$ cat src/status_pkg.sv
// Constants for the status reporting and service request block.
// Assumes a command decoder presents one-cycle operation strobes.
package status_pkg;

  // ****************************************
  // Byte layout
  // ****************************************
  localparam int BYTE_W = 8;
  localparam int SEL_W  = 3;

  // Poll byte bit positions
  localparam int POLL_SCAN_IDLE   = 0;
  localparam int POLL_EXEC_IDLE   = 1;
  localparam int POLL_FAULT_SUM   = 2;
  localparam int POLL_LOCKIN_SUM  = 3;
  localparam int POLL_OUT_PENDING = 4;
  localparam int POLL_EVENT_SUM   = 5;
  localparam int POLL_SERVICE_REQ = 6;

  // Standard event bit positions
  localparam int EV_INPUT_OVF  = 0;
  localparam int EV_OUTPUT_OVF = 2;
  localparam int EV_EXEC_FAULT = 4;
  localparam int EV_BAD_CMD    = 5;
  localparam int EV_USER_REQ   = 6;
  localparam int EV_POWER_ON   = 7;

  // Reset values
  localparam logic [7:0] STATUS_RST = 8'h00;
  localparam logic [7:0] ENABLE_RST = 8'h00;

  // Register select codes for the byte and bit ports
  localparam logic [2:0] SEL_POLL   = 3'h0;
  localparam logic [2:0] SEL_EVENT  = 3'h1;
  localparam logic [2:0] SEL_LOCKIN = 3'h2;
  localparam logic [2:0] SEL_FAULT  = 3'h3;
  localparam logic [2:0] SEL_POLL_EN   = 3'h4;
  localparam logic [2:0] SEL_EVENT_EN  = 3'h5;
  localparam logic [2:0] SEL_LOCKIN_EN = 3'h6;
  localparam logic [2:0] SEL_FAULT_EN  = 3'h7;

endpackage : status_pkg

$ cat src/status_service_request.sv
// Status bytes, enable registers, summaries and the service request.
// Assumes a command decoder on ref_clk_i gives one-cycle strobes;
// condition inputs from other clocks pass a 3-stage sync; event strobes are used unsynchronised.
//
// Behaviour
// Keep poll, standard event, lock-in and error status bytes.
// A status bit reads one while its event occurred or condition exists.
// Poll bit 0 is one when no scan runs; paused counts as running.
// Poll bit 1 is one when no command executes.
// Poll bits 2,3,5 are OR of status AND enable of their byte.
// Summary stays set until all enabled source bits are cleared.
// Poll bit 4 shows output buffer non-empty; bit 7 reads zero.
// Poll byte query never alters it; bits track their conditions.
// Query form bit 6 is OR of poll byte AND poll enable.
// First serial poll after a request returns bit 6 and withdraws it.
// Later polls return bit 6 zero; other bits unaffected by polls.
// Request raised only on an enabled poll bit rising zero to one.
// Many enabled source bits give one request until summary clears.
// Controller polls on request, then reads the source byte to re-arm.
// Event bit 0 on input overflow; queues are cleared.
// Event bit 2 on output overflow; queues cleared; bits 1,3 unused.
// Event bit 4 on execution fault or out-of-range parameter.
// Event bit 5 on unrecognised or illegal command.
// Event bit 6 on key or knob; bit 7 on power-on.
// Event bits are sticky until read or clear-all.
// Clear-all zeroes status bytes, leaves enable registers unchanged; code keeps bits set in the same cycle.
// Whole byte read clears all bits; single bit read clears that bit.
// Enables written whole or one bit, read whole or one bit.
// Summaries and request evaluated each cycle; edge uses previous cycle.
`timescale 1ns/1ps
module status_service_request (
  // Clock, reset, enable
  input  wire logic       ref_clk_i,
  input  wire logic       reset_i,
  input  wire logic       clk_en_i,
  // Conditions from other clock domains
  input  wire logic       scan_running_i,
  input  wire logic       exec_busy_i,
  input  wire logic       output_pending_i,
  // Standard event strobes
  input  wire logic       input_overflow_i,
  input  wire logic       output_overflow_i,
  input  wire logic       exec_fault_i,
  input  wire logic       bad_command_i,
  input  wire logic       user_request_i,
  // Lock-in and error event strobes
  input  wire logic [7:0] lockin_event_i,
  input  wire logic [7:0] fault_event_i,
  // Command strobes
  input  wire logic       clear_all_status_i,
  input  wire logic       read_byte_i,
  input  wire logic       read_bit_i,
  input  wire logic       write_byte_i,
  input  wire logic       write_bit_i,
  input  wire logic [2:0] reg_sel_i,
  input  wire logic [2:0] bit_sel_i,
  input  wire logic [7:0] wdata_i,
  input  wire logic       serial_poll_i,
  // Answers
  output logic [7:0]      rdata_o,
  output logic            rvalid_o,
  output logic [7:0]      poll_data_o,
  output logic            poll_valid_o,
  output logic            service_request_o,
  output logic            queue_clear_o
);

  // ****************************************
  // Input synchronisers
  // ****************************************
  localparam int NSYNC     = 3;
  localparam int NCOND     = 3;
  localparam int COND_SCAN = 0;
  localparam int COND_EXEC = 1;
  localparam int COND_OUT  = 2;
  logic [NSYNC-1:0] sync_r [NCOND];
  logic [NCOND-1:0] cond_r;
  logic [NCOND-1:0] cond_raw;

  assign cond_raw = {output_pending_i, exec_busy_i, scan_running_i};

  // Elaboration checks
  generate
    if (status_pkg::BYTE_W != 8 || status_pkg::SEL_W != 3) begin : g_bad_width
      $error("status bytes must be 8 bits wide with a 3-bit select");
    end
    if (NSYNC != 3) begin : g_bad_sync
      $error("synchroniser filter is built for three stages");
    end
  endgenerate

  // Third and second stage must agree before a change counts
  generate
    for (genvar g = 0; g < NCOND; g++) begin : g_sync
      always_ff @(posedge ref_clk_i) begin
        if (reset_i) begin
          sync_r[g] <= '0;
          cond_r[g] <= 1'b0;
        end else if (clk_en_i) begin
          sync_r[g] <= {sync_r[g][NSYNC-2:0], cond_raw[g]};
          if (sync_r[g][NSYNC-1] == sync_r[g][NSYNC-2]) begin
            cond_r[g] <= sync_r[g][NSYNC-1];
          end
        end
      end
    end
  endgenerate

  // ****************************************
  // Status and enable registers
  // ****************************************
  logic [7:0] event_r;
  logic [7:0] lockin_r;
  logic [7:0] fault_r;
  logic [7:0] poll_en_r;
  logic [7:0] event_en_r;
  logic [7:0] lockin_en_r;
  logic [7:0] fault_en_r;
  logic [7:0] event_set;
  logic       power_on_r;
  logic [7:0] bit_mask;

  assign bit_mask = 8'h01 << bit_sel_i;

  always_comb begin
    event_set = 8'h00;
    event_set[status_pkg::EV_INPUT_OVF]  = input_overflow_i;
    event_set[status_pkg::EV_OUTPUT_OVF] = output_overflow_i;
    event_set[status_pkg::EV_EXEC_FAULT] = exec_fault_i;
    event_set[status_pkg::EV_BAD_CMD]    = bad_command_i;
    event_set[status_pkg::EV_USER_REQ]   = user_request_i;
    event_set[status_pkg::EV_POWER_ON]   = power_on_r;
  end

  // Clear mask for a clearable byte, set wins over clear
  function automatic logic [7:0] clr_mask(input logic [2:0] sel);
    logic [7:0] m;
    m = 8'h00;
    if (clear_all_status_i) begin
      m = 8'hFF;
    end else if (reg_sel_i == sel && read_byte_i) begin
      m = 8'hFF;
    end else if (reg_sel_i == sel && read_bit_i) begin
      m = bit_mask;
    end
    return m;
  endfunction : clr_mask

  // Power-on event pulse after reset
  always_ff @(posedge ref_clk_i) begin
    if (reset_i) begin
      power_on_r <= 1'b1;
    end else if (clk_en_i) begin
      power_on_r <= 1'b0;
    end
  end

  always_ff @(posedge ref_clk_i) begin
    if (reset_i) begin
      event_r  <= status_pkg::STATUS_RST;
      lockin_r <= status_pkg::STATUS_RST;
      fault_r  <= status_pkg::STATUS_RST;
    end else if (clk_en_i) begin
      event_r  <= (event_r  & ~clr_mask(status_pkg::SEL_EVENT))  | event_set;
      lockin_r <= (lockin_r & ~clr_mask(status_pkg::SEL_LOCKIN)) | lockin_event_i;
      fault_r  <= (fault_r  & ~clr_mask(status_pkg::SEL_FAULT))  | fault_event_i;
    end
  end

  // Enable registers, never touched by clear-all
  logic [7:0] en_regs [4];
  assign poll_en_r   = en_regs[0];
  assign event_en_r  = en_regs[1];
  assign lockin_en_r = en_regs[2];
  assign fault_en_r  = en_regs[3];

  generate
    for (genvar e = 0; e < 4; e++) begin : g_en
      always_ff @(posedge ref_clk_i) begin
        if (reset_i) begin
          en_regs[e] <= status_pkg::ENABLE_RST;
        end else if (clk_en_i && reg_sel_i == 3'(status_pkg::SEL_POLL_EN + e)) begin
          if (write_byte_i) begin
            en_regs[e] <= wdata_i;
          end else if (write_bit_i) begin
            en_regs[e] <= wdata_i[0] ? (en_regs[e] | bit_mask)
                                     : (en_regs[e] & ~bit_mask);
          end
        end
      end
    end
  endgenerate

  // ****************************************
  // Poll byte and service request
  // ****************************************
  logic [7:0] poll_byte;
  logic       srq_query;
  logic [7:0] poll_prev_r;
  logic       srq_pend_r;
  logic       new_request;

  always_comb begin
    poll_byte = 8'h00;
    poll_byte[status_pkg::POLL_SCAN_IDLE]   = ~cond_r[COND_SCAN];
    poll_byte[status_pkg::POLL_EXEC_IDLE]   = ~cond_r[COND_EXEC];
    poll_byte[status_pkg::POLL_FAULT_SUM]   = |(fault_r & fault_en_r);
    poll_byte[status_pkg::POLL_LOCKIN_SUM]  = |(lockin_r & lockin_en_r);
    poll_byte[status_pkg::POLL_OUT_PENDING] = cond_r[COND_OUT];
    poll_byte[status_pkg::POLL_EVENT_SUM]   = |(event_r & event_en_r);
  end

  // Query form of bit 6 ignores past polls
  assign srq_query   = |(poll_byte & poll_en_r);
  // Edge on any enabled bit, so one request per rise
  assign new_request = |(poll_byte & poll_en_r & ~poll_prev_r);

  // Previous cycle of enabled bits for edge detection
  always_ff @(posedge ref_clk_i) begin
    if (reset_i) begin
      poll_prev_r <= 8'h00;
    end else if (clk_en_i) begin
      poll_prev_r <= poll_byte & poll_en_r;
    end
  end

  // Pending request, new request wins over poll withdrawal
  always_ff @(posedge ref_clk_i) begin
    if (reset_i) begin
      srq_pend_r <= 1'b0;
    end else if (clk_en_i) begin
      if (new_request) begin
        srq_pend_r <= 1'b1;
      end else if (serial_poll_i) begin
        srq_pend_r <= 1'b0;
      end
    end
  end

  assign service_request_o = srq_pend_r;

  // Serial poll answer
  always_ff @(posedge ref_clk_i) begin
    if (reset_i) begin
      poll_data_o  <= 8'h00;
      poll_valid_o <= 1'b0;
    end else if (clk_en_i) begin
      poll_valid_o <= serial_poll_i;
      // Bit 6 is the pending flag sampled before withdrawal
      if (serial_poll_i) begin
        poll_data_o <= poll_byte;
        poll_data_o[status_pkg::POLL_SERVICE_REQ] <= srq_pend_r;
      end
    end
  end

  // ****************************************
  // Register reads
  // ****************************************
  logic [7:0] sel_val;

  always_comb begin
    case (reg_sel_i)
      status_pkg::SEL_POLL: begin
        sel_val = poll_byte;
        sel_val[status_pkg::POLL_SERVICE_REQ] = srq_query;
      end
      status_pkg::SEL_EVENT:     sel_val = event_r;
      status_pkg::SEL_LOCKIN:    sel_val = lockin_r;
      status_pkg::SEL_FAULT:     sel_val = fault_r;
      status_pkg::SEL_POLL_EN:   sel_val = poll_en_r;
      status_pkg::SEL_EVENT_EN:  sel_val = event_en_r;
      status_pkg::SEL_LOCKIN_EN: sel_val = lockin_en_r;
      status_pkg::SEL_FAULT_EN:  sel_val = fault_en_r;
      default:                   sel_val = 8'h00;
    endcase
  end

  always_ff @(posedge ref_clk_i) begin
    if (reset_i) begin
      rdata_o  <= 8'h00;
      rvalid_o <= 1'b0;
    end else if (clk_en_i) begin
      rvalid_o <= read_byte_i | read_bit_i;
      if (read_byte_i) begin
        rdata_o <= sel_val;
      end else if (read_bit_i) begin
        rdata_o <= {7'h00, sel_val[bit_sel_i]};
      end
    end
  end

  // Queue flush request on either overflow
  always_ff @(posedge ref_clk_i) begin
    if (reset_i) begin
      queue_clear_o <= 1'b0;
    end else if (clk_en_i) begin
      queue_clear_o <= input_overflow_i | output_overflow_i;
    end
  end

endmodule : status_service_request

$ cat config.mk
export PLATFORM = sky130hd
export DESIGN_NAME = status_service_request
export DESIGN_NICKNAME = d
export VERILOG_FILES = /design/src/status_pkg.sv /design/src/status_service_request.sv
export SDC_FILE = /design/constraint.sdc
export NUM_CORES = 1
export LEC_CHECK = 0
export ABC_AREA = 1
export BUFFER_PORTS_ARGS = -buffer_cell sky130_fd_sc_hd__buf_2
export CORE_MARGIN = 2
export CORE_UTILIZATION = 52
export DETAILED_ROUTE_END_ITERATION = 8
export GPL_ROUTABILITY_DRIVEN = 0
export MAX_ROUTING_LAYER = met4
export PLACE_DENSITY = 0.72
export SLEW_MARGIN = 25
export SYNTH_ARGS = -nofsm -noshare
export SYNTH_HDL_FRONTEND = slang
export SYNTH_SLANG_ARGS = --single-unit
$ cat constraint.sdc
create_clock -name ref_clk_i -period 2.5 [get_ports ref_clk_i]
set_clock_uncertainty 0.15 [all_clocks]
set_input_delay 0.25 -clock ref_clk_i [delete_from_list [all_inputs] [get_ports ref_clk_i]]
set_output_delay 0.25 -clock ref_clk_i [all_outputs]
set_load 0.03 [all_outputs]
-- Yosys cells after proc, flatten, opt, wreduce, memory -nomap -nowiden
Memories as Yosys holds them, arrays and structs flattened.
Cells that the tools add are included.
- RAM bits: 41
- output and inout bits: 20
- input port bits: 47
- memories kept: 2
- register bits: 55
- reduce and logical (&&, ||, !) cells: 24
- shift-type cells: 1
- muxes and demuxes: 69
- eq/ne operators: 10
- bitwise gates (word level): 39
- $lt $le $gt $ge: 1
- memory list (name ; words ; width ; rd ports ; clocked after Yosys merged registers in ; write ports ; line ; RTL):
    en_regs ; 4 ; 8 ; 4 ; 0 ; 4 ; status_service_request.sv:171 ; logic [7:0] en_regs [4];
    sync_r ; 3 ; 3 ; 3 ; 0 ; 3 ; status_service_request.sv:76 ; logic [NSYNC-1:0] sync_r [NCOND];
- operators with widths (cell ; count):
    $mux 8 ; 29
    $and 8x8->8 ; 11
    $pmux 8 s8 ; 1
    $or 8x8->8 ; 7
    $not 8->8 ; 5
    $reduce_or 8->1 ; 5
    $mux 1 ; 35
    $or 1x1->1 ; 13
    $eq 3x3->1 const B ; 4
    $reduce_and 2->1 ; 6
    $logic_and 1x1->1 ; 10
    $mux 3 ; 3
    $and 6x8->8 ; 1
    $shl 1x3->8 const A ; 1
    $eq 3x2->1 const B ; 2
    $lt 3x4->1 const B ; 1
    $reduce_bool 2->1 ; 2
    $bmux 1 s3 ; 1
    $eq 1x1->1 ; 3
    $eq 3x1->1 const B ; 1
    $logic_not 3->1 ; 1
    $not 1->1 ; 2

-- Depth between registers and ports, before layout
- word-level depth: 10
- depth in mapped cells: 14
- mapped depth without buffers: 13

-- Least setup slack after synthesis
No wires, ideal clock.
- path kind: input -> register
- from: input clk_en_i
- to: memory sync_r[0][0] (enable)
- buffers on the path: 3
- stages: 5
- required time: 2.033 ns
- path slack: 0.818 ns
- setup time: 0.317 ns
- arrival: 1.215 ns
- path through: buf_2 -> inv_2 -> buf_2 -> clkbuf_1 -> nand2_1
- RTL lines (what ; line ; RTL):
    from (decl) ; status_service_request.sv:35 ; input wire logic clk_en_i,
    to (decl) ; status_service_request.sv:76 ;

==> impl_metrics.tcl <==
set metrics [dict create \
    critPathLaunchType "input pin" \
    seq_area_mm2 0.00229 \
    synth-compound-area-share 0.202 \
    crit_fanout 27 \
    core-area_mm2 0.00973 \
    arrival_ns 1.94 \
    clk_pin_slew_worst_paths_ns 0.09 \
    ios 67 \
    ctsResizeCount 0 \
    holdPathStages 3 \
    synth_top_family_by_area "simple AND/OR/NAND/NOR gates" \
    grt_max_degree 46 \
    synth_cells 708 \
    synth_common_cells "nand2_1 (149), inv_1 (76), nor2_1 (73)" \
    areaGrowthSynthToFinish_pct 15.3 \
    yosys.cell_types.count 32 \
    synth_nets 755 \
    numCtsBuffers 9 \
    cts_root_buf "clkbuf_8" \
    max_slew_margin 0.566 \
    setup_violations 0 \
    status "finished, final reports clean" \
    hold_viol_final 0 \
    synthTopCellsByArea "edfxtp_1 (24%), dfxtp_1 (20%), nand2_1 (11%)" \
    wl_per_cell_um 17.3 \
    post_cts_buffers 0 \
    synthMuxAreaShare 0 \
    grt_pass1_vias 4954 \
    initial_core_util 0.532 \
    die_w_um 104 \
    hp-class "in2reg" \
    critPathCaptureType "register" \
    clock_path_buffers 2 \
    fillers 928 \
    drt_first_pass_iters 5 \
    diodes 0 \
    tns_ns 0 \
    port_buffers 65 \
    yosysSeqAreaShare 0.443 \
    ys_warn_count 0 \
    required_ns 2.48 \
    antenna_found_initial 0 \
    ys_seq_elements 94 \
    cts_tree "done" \
    nets 832 \
    grt_first_pass_wirelength_mm 25.4 \
    die_area_mm2 0.0108 \
    synthAdderAreaFrac 0 \
    clock_latency_ns 0.36 \
    async_reset_ff_frac 0 \
    drt_iter0_drc 468 \
    worst_slew_pin_slew_ns 0.647 \
    synth_most_common_cell "nand2_1" \
    finalCritPeriodShare 0.785 \
    overflow 0 \
    grt_setup_unrepaired "no" \
    rows 36 \
    utilization 0.614 \
    totalPowerFinal_mw 3.34 \
    cts_sinks 94 \
    multiInputGateArea_mm2 0.00235 \
    reg2regPathDepth 10 \
    power_density_mw_per_mm2 560 \
    dp_hpwl_mm 11.9 \
    drv_slew 0 \
    ant_nets 0 \
    min_period_ns 1.96 \
    fmax_ghz 0.510 \
    ir_drop_mv 0.310 \
    synth-edff-count 41 \
    viasPerCell 5.87 \
    leakagePower_nw 2.68 \
    max_cap_viol_count 0 \
    yosys.area.top_type "edfxtp_1" \
    synth-xor-area-share 0 \
    hold-worst-slack_ns 0.0207 \
    syn_area_mm2 0.00518 \
    synth-simple-area-share 0.252 \
    wl_mm 16.0 \
    ctsHoldBuffers 19 \
    route.detailed.drc 0 \
    drive_above_1_share 0.157 \
    synth_area_per_cell_um2 7.31 \
    chipHeight_um 104 \
    cts_htree_levels 3 \
    netlist.area_leader.share 0.238 \
    synth_ff_type "dfxtp_1" \
    grt_use_total 0.304 \
    path_class "in2reg" \
    vias 5416 \
]
-- worst max-delay path, stage by stage --
cell and delay (ns):
buf_2 0.41, nand3_1 0.21, nor2_1 0.25, nand2_1 0.35, o21ai_0 0.38, inv_1 0.09
-- path summary, 6_finish.rpt --
path	from	to	slack, ns
setup / recovery	reg_sel_i[2]	register	0.54
hold / removal	input_overflow_i	event_r[0]$_SDFFE_PP0P_	0.02
setup reg to reg	en_regs[2][7]$_SDFFCE_PN0P_	rdata_o[0]$_SDFFE_PP0P_	0.61
hold reg to reg	cond_r[0]$_SDFFE_PP0P_	poll_data_o[0]$_SDFFE_PP0P_	0.29
-- power breakdown --
group,internal [mW],switching (mW),total (mW)
combinational,0.177,0.381,0.557
sequential,1.70,0.0738,1.77
clock,0.484,0.532,1.02
total,2.36,0.986,3.34
-- per-stage QoR --
stage / cell area [um2] / setup WS, ns / instances
detailed placement: 5590 / 0.293 / 888
CTS: 5970 / 0.638 / 923
finish: 5970 / 0.538 / 923
global placement: 5590 / 0.338 / 888
global route: 5970 / 0.452 / 923
floorplan: 5180 / 0.818 / 708
-- layout make-up --
type | count | share of cell area
multi-input cells | 488 | 0.394
flip-flops and latches | 94 | 0.384
repair buffers | 96 | 0.101
inverters | 96 | 0.0605
well taps | 133 | 0.0279
clock buffers | 11 | 0.0237
clock inverters | 5 | 0.00859
-- cells in the final DEF, fill, tap and decap left out, types with 3 or more instances in the layout --
cell             n
a31oi_1          9
o22ai_1         29
buf_2           65
buf_4           12
a311oi_1         5
inv_2           17
o21ai_0         32
clkbuf_8        10
nand3_1         29
a211oi_1         6
dfxtp_1         53
dlygate4sd3_1   19
edfxtp_1        41
nor2_1          73
nor2_4           4
nand2_1        149
o21ai_1         62
nand4_1         31
inv_1           78
nor2_2           3
a21oi_1         43
nand2_2          4
-- cells by family (layout without fill, tap and decap cells) --
group / Yosys count / count (layout)
flops: 94 / 94
other cells: 1 / 1
simple gates: 297 / 297
compound gates: 190 / 190
buf+inv: 126 / 208
-- layer usage --
layer  up-vias  track usage  part of all wire
met5         -            -                 0
met4         0       0.0994             0.026
met2       371        0.472              0.45
li1       2560            -                 -
met1      2443        0.399              0.41
met3        42       0.0667              0.12
(Power assumes the default switching activity.)
